<file path="src/include/rmap_svc_pkg.sv">
// Purpose: shared constants and types for the rmap subnetwork service ends
// Assumes: one word per rmap access, word address space of ADDR_W bits
// Notes: address bits [7:6] select the service region
package rmap_svc_pkg;
	localparam int ADDR_W = 8;
	localparam int DATA_W = 32;
	localparam int TID_W = 16;
	// ---------------------------------------------------------------
	// service regions, one per communication service
	// ---------------------------------------------------------------
	localparam logic [1:0] REG_CMD_PKT = 2'h0;
	localparam logic [1:0] REG_TLM_PKT = 2'h1;
	localparam logic [1:0] REG_MEM_RAW = 2'h2;
	localparam logic [1:0] REG_TIME = 2'h3;
	localparam logic [7:0] CMD_PKT_BASE = 8'h00;
	localparam logic [7:0] TLM_PKT_BASE = 8'h40;
	localparam logic [7:0] TLM_ACK_ADDR = 8'h7E;
	localparam logic [7:0] TLM_PEND_ADDR = 8'h7F;
	localparam logic [7:0] MEM_RAW_BASE = 8'h80;
	localparam logic [7:0] TIME_BASE = 8'hC0;
	// arbitrary access key value
	localparam logic [7:0] ACCESS_KEY = 8'h5A;
	localparam logic [7:0] PEND_RESET = 8'h00;
	// ---------------------------------------------------------------
	// reply status codes
	// ---------------------------------------------------------------
	localparam logic [7:0] ST_OK = 8'h00;
	localparam logic [7:0] ST_BAD_KEY = 8'h03;
	localparam logic [7:0] ST_BAD_ADDR = 8'h0A;
	localparam logic [7:0] ST_TIMEOUT = 8'hFF;
	// ---------------------------------------------------------------
	// timing
	// ---------------------------------------------------------------
	localparam int CLK_PERIOD_NS = 8;
	localparam int REPLY_TIMEOUT_NS = 2000;
	localparam int REPLY_TIMEOUT_CYC = REPLY_TIMEOUT_NS / CLK_PERIOD_NS;
	localparam int POLL_PERIOD_NS = 4000;
	localparam int POLL_PERIOD_CYC = POLL_PERIOD_NS / CLK_PERIOD_NS;
	localparam int MAX_RETRIES = 3;
	typedef enum logic [1:0] {
		CLASS_BEST_EFFORT = 2'b00,
		CLASS_ASSURED = 2'b01,
		CLASS_RESERVED = 2'b10,
		CLASS_GUARANTEED = 2'b11
	} traffic_class_t;
endpackage

</file>
<file path="src/include/rmap_link_if.sv">
// Purpose: command and reply channels between rmap initiator and target
// Assumes: one clock; the testbench joins both ends through this
// Notes: cmd_eep marks a command truncated by an error end of packet
`timescale 1ns/1ps
interface rmap_link_if;
	import rmap_svc_pkg::*;
	logic cmd_valid;
	logic cmd_ready;
	logic cmd_write;
	logic cmd_eep;
	logic [TID_W-1:0] cmd_tid;
	logic [7:0] cmd_key;
	logic [ADDR_W-1:0] cmd_addr;
	logic [DATA_W-1:0] cmd_data;
	logic rep_valid;
	logic rep_write;
	logic [TID_W-1:0] rep_tid;
	logic [7:0] rep_status;
	logic [DATA_W-1:0] rep_data;
	modport initiator (
		output cmd_valid, cmd_write, cmd_eep, cmd_tid, cmd_key, cmd_addr, cmd_data,
		input cmd_ready, rep_valid, rep_write, rep_tid, rep_status, rep_data
	);
	modport target (
		input cmd_valid, cmd_write, cmd_eep, cmd_tid, cmd_key, cmd_addr, cmd_data,
		output cmd_ready, rep_valid, rep_write, rep_tid, rep_status, rep_data
	);
endinterface // rmap_link_if

</file>
<file path="src/verilog/rmap_master_initiator.sv">
// Purpose: master device end, always the rmap initiator
// Assumes: one transaction outstanding at a time
// Notes: polls the user pending count, fetches and acknowledges packets
//
// How it works
// - master initiates, user device only answers
// - master learns requests only by polling
// - each service owns its own address region
// - master reads or writes when it chooses
// - pending count polled, then fixed fetch access
// - class from time-division and retransmission choice
// - packets, raw data and time regions separate
// - raw memory access without retries; the target still replies to each one
// - time master writes time into user
// - error-ended commands never execute
// - retries reuse the failed transaction id
// - retransmission chosen per communication type
// - missing reply within timeout means failure
// - target executes regardless of transaction id
`timescale 1ns/1ps
module rmap_master_initiator #(
	parameter int TIMEOUT_CYC = rmap_svc_pkg::REPLY_TIMEOUT_CYC,
	parameter int POLL_CYC = rmap_svc_pkg::POLL_PERIOD_CYC,
	parameter int RETRY_MAX = rmap_svc_pkg::MAX_RETRIES
) (
	input wire logic clock,
	input wire logic reset,
	rmap_link_if.initiator link,
	input wire logic req_valid,
	output logic req_ready,
	input wire logic req_write,
	input wire logic req_reliable,
	input wire logic [rmap_svc_pkg::ADDR_W-1:0] req_addr,
	input wire logic [rmap_svc_pkg::DATA_W-1:0] req_data,
	input wire logic poll_enable,
	input wire logic tlm_reliable,
	input wire logic tdm_enable,
	output logic done,
	output logic fail,
	output logic [7:0] rsp_status,
	output logic [rmap_svc_pkg::DATA_W-1:0] rsp_data,
	output logic pkt_valid,
	output logic [rmap_svc_pkg::DATA_W-1:0] pkt_data,
	output rmap_svc_pkg::traffic_class_t traffic_class
);
	import rmap_svc_pkg::*;

	typedef enum logic [1:0] {
		ST_IDLE = 2'b00,
		ST_SEND = 2'b01,
		ST_WAIT = 2'b10
	} state_t;

	// which job the outstanding transaction belongs to
	typedef enum logic [1:0] {
		JOB_USER = 2'b00,
		JOB_POLL = 2'b01,
		JOB_FETCH = 2'b10,
		JOB_ACK = 2'b11
	} job_t;

	state_t state_reg;
	job_t job_reg;
	logic write_reg;
	logic reliable_reg;
	logic [ADDR_W-1:0] addr_reg;
	logic [DATA_W-1:0] data_reg;
	logic [TID_W-1:0] tid_reg;
	logic [TID_W-1:0] tid_next;
	logic [$clog2(TIMEOUT_CYC+1)-1:0] wait_cnt;
	logic [$clog2(POLL_CYC+1)-1:0] poll_cnt;
	logic [$clog2(RETRY_MAX+1)-1:0] retry_cnt;
	logic poll_due;
	logic reply_hit;
	logic timed_out;
	logic fetch_go;
	logic ack_go;

	assign tid_next = tid_reg + 1'b1;
	assign reply_hit = state_reg == ST_WAIT && link.rep_valid && link.rep_tid == tid_reg;
	assign timed_out = state_reg == ST_WAIT && !reply_hit && wait_cnt == TIMEOUT_CYC[$bits(wait_cnt)-1:0];
	assign fetch_go = reply_hit && job_reg == JOB_POLL && link.rep_status == ST_OK && link.rep_data != '0;
	assign ack_go = reply_hit && job_reg == JOB_FETCH && link.rep_status == ST_OK;
	// user requests only taken while idle and no poll is owed
	assign req_ready = state_reg == ST_IDLE && !poll_due;

	// ---------------------------------------------------------------
	// traffic class from the two design choices
	// ---------------------------------------------------------------
	always_comb begin
		unique case ({tdm_enable, req_reliable})
			2'b00: traffic_class = CLASS_BEST_EFFORT;
			2'b01: traffic_class = CLASS_ASSURED;
			2'b10: traffic_class = CLASS_RESERVED;
			2'b11: traffic_class = CLASS_GUARANTEED;
		endcase
	end

	// ---------------------------------------------------------------
	// command channel, master is the only originator
	// ---------------------------------------------------------------
	assign link.cmd_valid = state_reg == ST_SEND;
	assign link.cmd_write = write_reg;
	assign link.cmd_eep = 1'b0;
	assign link.cmd_tid = tid_reg;
	assign link.cmd_key = ACCESS_KEY;
	assign link.cmd_addr = addr_reg;
	assign link.cmd_data = data_reg;

	// ---------------------------------------------------------------
	// poll timer; the user cannot push, so it is asked periodically
	// ---------------------------------------------------------------
	always_ff @(posedge clock) begin
		if (reset) begin
			poll_cnt <= '0;
			poll_due <= 1'b0;
		end else if (!poll_enable) begin
			poll_cnt <= '0;
			poll_due <= 1'b0;
		end else if (state_reg == ST_IDLE && poll_due) begin
			poll_due <= 1'b0;
		end else if (poll_cnt == POLL_CYC[$bits(poll_cnt)-1:0]) begin
			poll_cnt <= '0;
			poll_due <= 1'b1;
		end else begin
			poll_cnt <= poll_cnt + 1'b1;
		end
	end

	// ---------------------------------------------------------------
	// transaction sequencer
	// ---------------------------------------------------------------
	always_ff @(posedge clock) begin
		if (reset) begin
			state_reg <= ST_IDLE;
			job_reg <= JOB_USER;
			write_reg <= 1'b0;
			reliable_reg <= 1'b0;
			addr_reg <= '0;
			data_reg <= '0;
			tid_reg <= '0;
			retry_cnt <= '0;
		end else begin
			unique case (state_reg)
				ST_IDLE: begin
					retry_cnt <= '0;
					if (poll_due) begin
						// fixed access to the pending count
						state_reg <= ST_SEND;
						job_reg <= JOB_POLL;
						write_reg <= 1'b0;
						reliable_reg <= 1'b0;
						addr_reg <= TLM_PEND_ADDR;
						tid_reg <= tid_next;
					end else if (req_valid) begin
						state_reg <= ST_SEND;
						job_reg <= JOB_USER;
						write_reg <= req_write;
						// raw memory region never retried here
						reliable_reg <= req_reliable && req_addr[7:6] != REG_MEM_RAW;
						addr_reg <= req_addr;
						data_reg <= req_data;
						tid_reg <= tid_next;
					end
				end
				ST_SEND: begin
					if (link.cmd_ready) begin
						state_reg <= ST_WAIT;
					end
				end
				ST_WAIT: begin
					if (fetch_go) begin
						state_reg <= ST_SEND;
						job_reg <= JOB_FETCH;
						write_reg <= 1'b0;
						reliable_reg <= tlm_reliable;
						addr_reg <= TLM_PKT_BASE;
						tid_reg <= tid_next;
						retry_cnt <= '0;
					end else if (ack_go) begin
						state_reg <= ST_SEND;
						job_reg <= JOB_ACK;
						write_reg <= 1'b1;
						addr_reg <= TLM_ACK_ADDR;
						data_reg <= '0;
						tid_reg <= tid_next;
						retry_cnt <= '0;
					end else if (reply_hit) begin
						state_reg <= ST_IDLE;
					end else if (timed_out) begin
						if (reliable_reg && retry_cnt < RETRY_MAX[$bits(retry_cnt)-1:0]) begin
							// same id on the resend
							state_reg <= ST_SEND;
							retry_cnt <= retry_cnt + 1'b1;
						end else begin
							state_reg <= ST_IDLE;
						end
					end
				end
				default: state_reg <= ST_IDLE;
			endcase
		end
	end

	always_ff @(posedge clock) begin
		if (reset) begin
			wait_cnt <= '0;
		end else if (state_reg == ST_WAIT && !reply_hit && !timed_out) begin
			wait_cnt <= wait_cnt + 1'b1;
		end else begin
			wait_cnt <= '0;
		end
	end

	// ---------------------------------------------------------------
	// results toward the upper layer
	// ---------------------------------------------------------------
	always_ff @(posedge clock) begin
		if (reset) begin
			done <= 1'b0;
			fail <= 1'b0;
			rsp_status <= ST_OK;
			rsp_data <= '0;
			pkt_valid <= 1'b0;
			pkt_data <= '0;
		end else begin
			done <= reply_hit && job_reg == JOB_USER;
			fail <= timed_out && !(reliable_reg && retry_cnt < RETRY_MAX[$bits(retry_cnt)-1:0]);
			pkt_valid <= ack_go;
			if (reply_hit && job_reg == JOB_USER) begin
				rsp_status <= link.rep_status;
				rsp_data <= link.rep_data;
			end else if (timed_out) begin
				rsp_status <= ST_TIMEOUT;
			end
			if (ack_go) begin
				pkt_data <= link.rep_data;
			end
		end
	end
endmodule // rmap_master_initiator

</file>
<file path="src/flat_wrapper.sv">
// flat-port wrapper written by rule: the top's interface ports become plain ports
module rmap_master_initiator_flat import rmap_svc_pkg::*;
#(
	parameter int TIMEOUT_CYC = rmap_svc_pkg::REPLY_TIMEOUT_CYC,
	parameter int POLL_CYC = rmap_svc_pkg::POLL_PERIOD_CYC,
	parameter int RETRY_MAX = rmap_svc_pkg::MAX_RETRIES
)
  (clock, reset, req_valid, req_ready, req_write, req_reliable, req_addr, req_data, poll_enable, tlm_reliable, tdm_enable, done, fail, rsp_status, rsp_data, pkt_valid, pkt_data, traffic_class, link_cmd_valid, link_cmd_write, link_cmd_eep, link_cmd_tid, link_cmd_key, link_cmd_addr, link_cmd_data, link_cmd_ready, link_rep_valid, link_rep_write, link_rep_tid, link_rep_status, link_rep_data);
  rmap_link_if link_i ();
  input wire logic clock;
  input wire logic reset;
  input wire logic req_valid;
  output logic req_ready;
  input wire logic req_write;
  input wire logic req_reliable;
  input wire logic [rmap_svc_pkg::ADDR_W-1:0] req_addr;
  input wire logic [rmap_svc_pkg::DATA_W-1:0] req_data;
  input wire logic poll_enable;
  input wire logic tlm_reliable;
  input wire logic tdm_enable;
  output logic done;
  output logic fail;
  output logic [7:0] rsp_status;
  output logic [rmap_svc_pkg::DATA_W-1:0] rsp_data;
  output logic pkt_valid;
  output logic [rmap_svc_pkg::DATA_W-1:0] pkt_data;
  output rmap_svc_pkg::traffic_class_t traffic_class;
  output wire logic [$bits(link_i.cmd_valid)-1:0] link_cmd_valid;
  output wire logic [$bits(link_i.cmd_write)-1:0] link_cmd_write;
  output wire logic [$bits(link_i.cmd_eep)-1:0] link_cmd_eep;
  output wire logic [$bits(link_i.cmd_tid)-1:0] link_cmd_tid;
  output wire logic [$bits(link_i.cmd_key)-1:0] link_cmd_key;
  output wire logic [$bits(link_i.cmd_addr)-1:0] link_cmd_addr;
  output wire logic [$bits(link_i.cmd_data)-1:0] link_cmd_data;
  input wire logic [$bits(link_i.cmd_ready)-1:0] link_cmd_ready;
  input wire logic [$bits(link_i.rep_valid)-1:0] link_rep_valid;
  input wire logic [$bits(link_i.rep_write)-1:0] link_rep_write;
  input wire logic [$bits(link_i.rep_tid)-1:0] link_rep_tid;
  input wire logic [$bits(link_i.rep_status)-1:0] link_rep_status;
  input wire logic [$bits(link_i.rep_data)-1:0] link_rep_data;
  assign link_cmd_valid = link_i.cmd_valid;
  assign link_cmd_write = link_i.cmd_write;
  assign link_cmd_eep = link_i.cmd_eep;
  assign link_cmd_tid = link_i.cmd_tid;
  assign link_cmd_key = link_i.cmd_key;
  assign link_cmd_addr = link_i.cmd_addr;
  assign link_cmd_data = link_i.cmd_data;
  assign link_i.cmd_ready = link_cmd_ready;
  assign link_i.rep_valid = link_rep_valid;
  assign link_i.rep_write = link_rep_write;
  assign link_i.rep_tid = link_rep_tid;
  assign link_i.rep_status = link_rep_status;
  assign link_i.rep_data = link_rep_data;
  rmap_master_initiator #(.TIMEOUT_CYC(TIMEOUT_CYC), .POLL_CYC(POLL_CYC), .RETRY_MAX(RETRY_MAX)) u_core (.clock(clock), .reset(reset), .link(link_i), .req_valid(req_valid), .req_ready(req_ready), .req_write(req_write), .req_reliable(req_reliable), .req_addr(req_addr), .req_data(req_data), .poll_enable(poll_enable), .tlm_reliable(tlm_reliable), .tdm_enable(tdm_enable), .done(done), .fail(fail), .rsp_status(rsp_status), .rsp_data(rsp_data), .pkt_valid(pkt_valid), .pkt_data(pkt_data), .traffic_class(traffic_class));
endmodule
</file>
<file path="config.mk">
export PLATFORM = sky130hd
export DESIGN_NAME = rmap_master_initiator_flat
export DESIGN_NICKNAME = d
export VERILOG_FILES = /design/src/include/rmap_svc_pkg.sv /design/src/include/rmap_link_if.sv /design/src/verilog/rmap_master_initiator.sv /design/src/flat_wrapper.sv
export SDC_FILE = /design/constraint.sdc
export NUM_CORES = 1
export LEC_CHECK = 0
export ABC_AREA = 1
export BUFFER_PORTS_ARGS = -buffer_cell sky130_fd_sc_hd__buf_2
export CAP_MARGIN = 5
export CORE_ASPECT_RATIO = 2
export CORE_MARGIN = 2
export CORE_UTILIZATION = 54
export CTS_CLUSTER_DIAMETER = 80
export DETAILED_ROUTE_END_ITERATION = 10
export GPL_TIMING_DRIVEN = 0
export PLACE_DENSITY = 0.86
export SLEW_MARGIN = 15
export SYNTH_ARGS = -nofsm -noshare
export SYNTH_HDL_FRONTEND = slang
export SYNTH_SLANG_ARGS = --single-unit
</file>
<file path="constraint.sdc">
create_clock -name clock -period 4.9 [get_ports clock]
set_input_delay 0 -clock clock [delete_from_list [all_inputs] [get_ports clock]]
set_output_delay 0 -clock clock [all_outputs]
set_load 0.02 [all_outputs]
</file>
==> results.ini <==
[outcome]
outcome=finished clean

[timing]
drv_slew=0
fin_crit_sh_pct=53.4
tightest_slew_ns=0.658
tns_ns=0
rsz0062_at_grt=no
finalHoldViolCount=0
setup_viol=0
finClkSkew_ns=0.0101
max_freq_mhz=382
fin_crit_ns=2.62
slew_headroom_pct=56.0

[power]
p_leak_nw=4.97
clockPowerShare_pct=29.7
powerDensity_nw_per_um2=465
intPower_w=0.00278
comb_power_share_pct=35.5
vdd_drop_max_mv=0.458
p_seq_share_pct=34.8
netSwitchingPower_w=0.00183
p_sw_share_pct=39.7

[setup_path]
worstSetupPathType=reg2reg
critical_path_required_ns=5.25
critical-path-slowest-cell=dfxtp_1
worst-path-stages=11
r2r-end=u_core.rsp_data[21]
worstPathArrival_ns=2.96
cp-start-kind=flop
path_common_cell=nand2_1
cp-startpoint=u_core.link.cmd_tid[4]
ff2ff_setup_slack_ns=2.28
worst-path-buf-inv=2
critPathTopFamily=simple AND/OR/NAND/NOR gates
path_max_fanout=10
r2r_cells=11
critPathCaptureType=flop
crit_chain=inv_2, nand2_1, nand2_1, nor2_1, nand2_1, nor2_1, nand3_1, nor3_2, clkbuf_1, o21ai_0, a21oi_1
reg2reg_from=u_core.link.cmd_tid[4]
critPathCapture=u_core.rsp_data[21]
critPathMaxStageDelay_ns=0.46

[flow_run]
cap_violations=0

[floorplan]
initial_utilization_pct=54.7
dieArea_um2=14000
rows=59
die_w_um=84.6
io_pins=252
core_um2=12800
chipHeight_um=165

[logic_synthesis]
ys_ff_latch=157
ys_seq_area_share_pct=44.8
synthCells=977
synth_cell_types=40
yosys_warnings=0
avgSynthCellArea_um2=7.19
syn_area_um2=7020
async_flop_share_pct=0
synth_ff_type=dfxtp_1
synth_edf_count=0

[layout]
layout.nets=1441
syn_to_final_growth_pct=41.0
layout-drive-gt1-share_pct=23.6
finish.instance_area_um2=9900

[global_routing]
grt_pass1_wl_um=36600
grt_pass1_vias=7721
grt_util_all_layers_pct=32.6
overflow=0
grt_max_degree=17
antenna_found_initial=0

[clock_network]
tritoncts=yes
cts_setup_buffers=0
clock_path_buffers=2
cts_sinks=157
htree_levels=4
cts_buffers=17
clk_pin_slew_worst_paths_ns=0.07
cts_resized=0
cts-root-buf=clkbuf_16
clk_latency_ns=0.42

[routing]
ant_nets=0
drtIter0Drc=510
drc=0
via_per_inst=5.43
wire_per_inst_um=16.0
vias=8112
routed_wl_um=23800
drt-pass1-iter-count=5

[placed_design]
gp_congestion=0.936
post_dp_cell_area_um2=8440
place.port_buffers=240
dpl.hpwl_um=15200

[worst_hold_path]
hold_path_class=in2reg

## how the worst min path moves through the flow
stage	slack [ns]	depth (start not counted)	start	endpoint
5_1_grt	0.09	5	req_reliable	u_core.reliable_reg
3_3_place_gp	0.21	2	tdm_enable	traffic_class[1]
3_5_place_dp	0.22	2	tdm_enable	traffic_class[1]
2_1_floorplan	0.14	2	link_rep_data[6]	u_core.rsp_data[6]
6_report	0.07	7	req_valid	u_core.state_reg[1]
4_1_cts	0.05	5	req_reliable	u_core.reliable_reg
## logic make-up after synthesis
logic type | count (synthesis) | synth area share [%]
simple gates | 365 | 22.7
buf+inv | 224 | 12.9
compound gates | 203 | 16.0
flops | 157 | 44.8
xor+xnor | 20 | 2.49
fa+ha+maj | 6 | 1.07
other cells | 2 | 0.107
## placed cells by master (no fill, tap or decap), drive strengths merged
| master | instances |
|---|---|
| nor3b | 5 |
| o31ai | 1 |
| nand4 | 19 |
| a21oi | 105 |
| conb | 9 |
| nand3 | 21 |
| dlygate4sd3 | 85 |
| or2 | 1 |
| nor4 | 2 |
| nor2 | 105 |
| and3 | 1 |
| nand2 | 162 |
| nor3 | 48 |
| o21bai | 2 |
| a211oi | 35 |
| nand3b | 1 |
| dfxtp | 157 |
| o21ai | 58 |
| bufinv | 2 |
| clkinvlp | 1 |
| buf | 266 |
| inv | 175 |
| a32oi | 1 |
| ha | 6 |
| clkinv | 5 |
| xor2 | 14 |
| diode | 1 |
| xnor2 | 6 |
| clkbuf | 47 |
| o211ai | 1 |
## metrics by stage
stage               util (%)  setup WS [ns]  hold WS (ns)  cells  total power [W]
floorplan                  -           3.01         0.140    984          0.00264
global placement        65.7           2.52         0.210   1376          0.00305
detailed placement      65.7           2.48         0.223   1376          0.00310
CTS                     77.1           2.44        0.0533   1493          0.00450
global route            77.1           2.11        0.0942   1493          0.00482
finish                  77.1           2.28        0.0684   1494          0.00461
## synth_stat cells, types with 3 or more instances
| master | count | area, µm² |
|---|---|---|
| dfxtp_1 | 157 | 3140 |
| nor2_1 | 101 | 379 |
| o21ai_0 | 54 | 270 |
| ha_1 | 6 | 75.1 |
| nand3_1 | 19 | 95.1 |
| a211oi_1 | 35 | 263 |
| buf_1 | 4 | 15.0 |
| nand2_1 | 160 | 601 |
| buf_4 | 9 | 67.6 |
| nor3b_1 | 5 | 37.5 |
| clkbuf_1 | 28 | 105 |
| inv_2 | 9 | 33.8 |
| xnor2_1 | 6 | 52.6 |
| a21oi_1 | 105 | 526 |
| o21ai_1 | 3 | 15.0 |
| buf_2 | 11 | 55.1 |
| inv_1 | 159 | 597 |
| nor3_1 | 46 | 230 |
| xor2_1 | 14 | 123 |
| nand4_1 | 19 | 119 |
## power groups by stage
stage	Clock (W)	Combinational (W)	Sequential (W)
after floorplan	0	0.000830	0.00181
after global placement	0	0.00145	0.00160
after detailed placement	0	0.00149	0.00161
after CTS	0.00137	0.00155	0.00158
after global routing	0.00142	0.00178	0.00162
final	0.00137	0.00164	0.00160
## per-layer routing
| layer | share of wire, % | up-vias | global-route usage (%) |
|---|---|---|---|
| li1 | - | 3813 | - |
| met1 | 38 | 3672 | 38.2 |
| met2 | 48 | 509 | 55.0 |
| met3 | 7.6 | 118 | 5.72 |
| met4 | 5.5 | 0 | 20.3 |
| met5 | 0 | - | 0 |
## what timing repair did
item                                   4_1_cts  5_1_grt
setup endpoints to repair                    0        0
hold buffers                                85        0
endpoints found under the hold margin      116        0
## worst register-to-register path: cells and delay by family, from the launching register on
family                 cells  cell delay [ns]
buffers and inverters      2             0.52
and+or+nand+nor            7             1.17
AOI/OAI and AO/OA          2             0.39
DFF                        1             0.46
## area by class of cell
cell class / count / area [µm²]
Inverter: 169 / 636
Sequential cell: 157 / 3140
Fill cell: 879 / 2940
Timing Repair Buffer: 325 / 2050
Multi-Input combinational cell: 603 / 3000
Clock buffer: 18 / 439
Buffer: 55 / 270
Clock inverter: 14 / 171
Tap cell: 152 / 190
Antenna cell: 1 / 2.50
No activity file was read; power rests on OpenSTA's default activity.
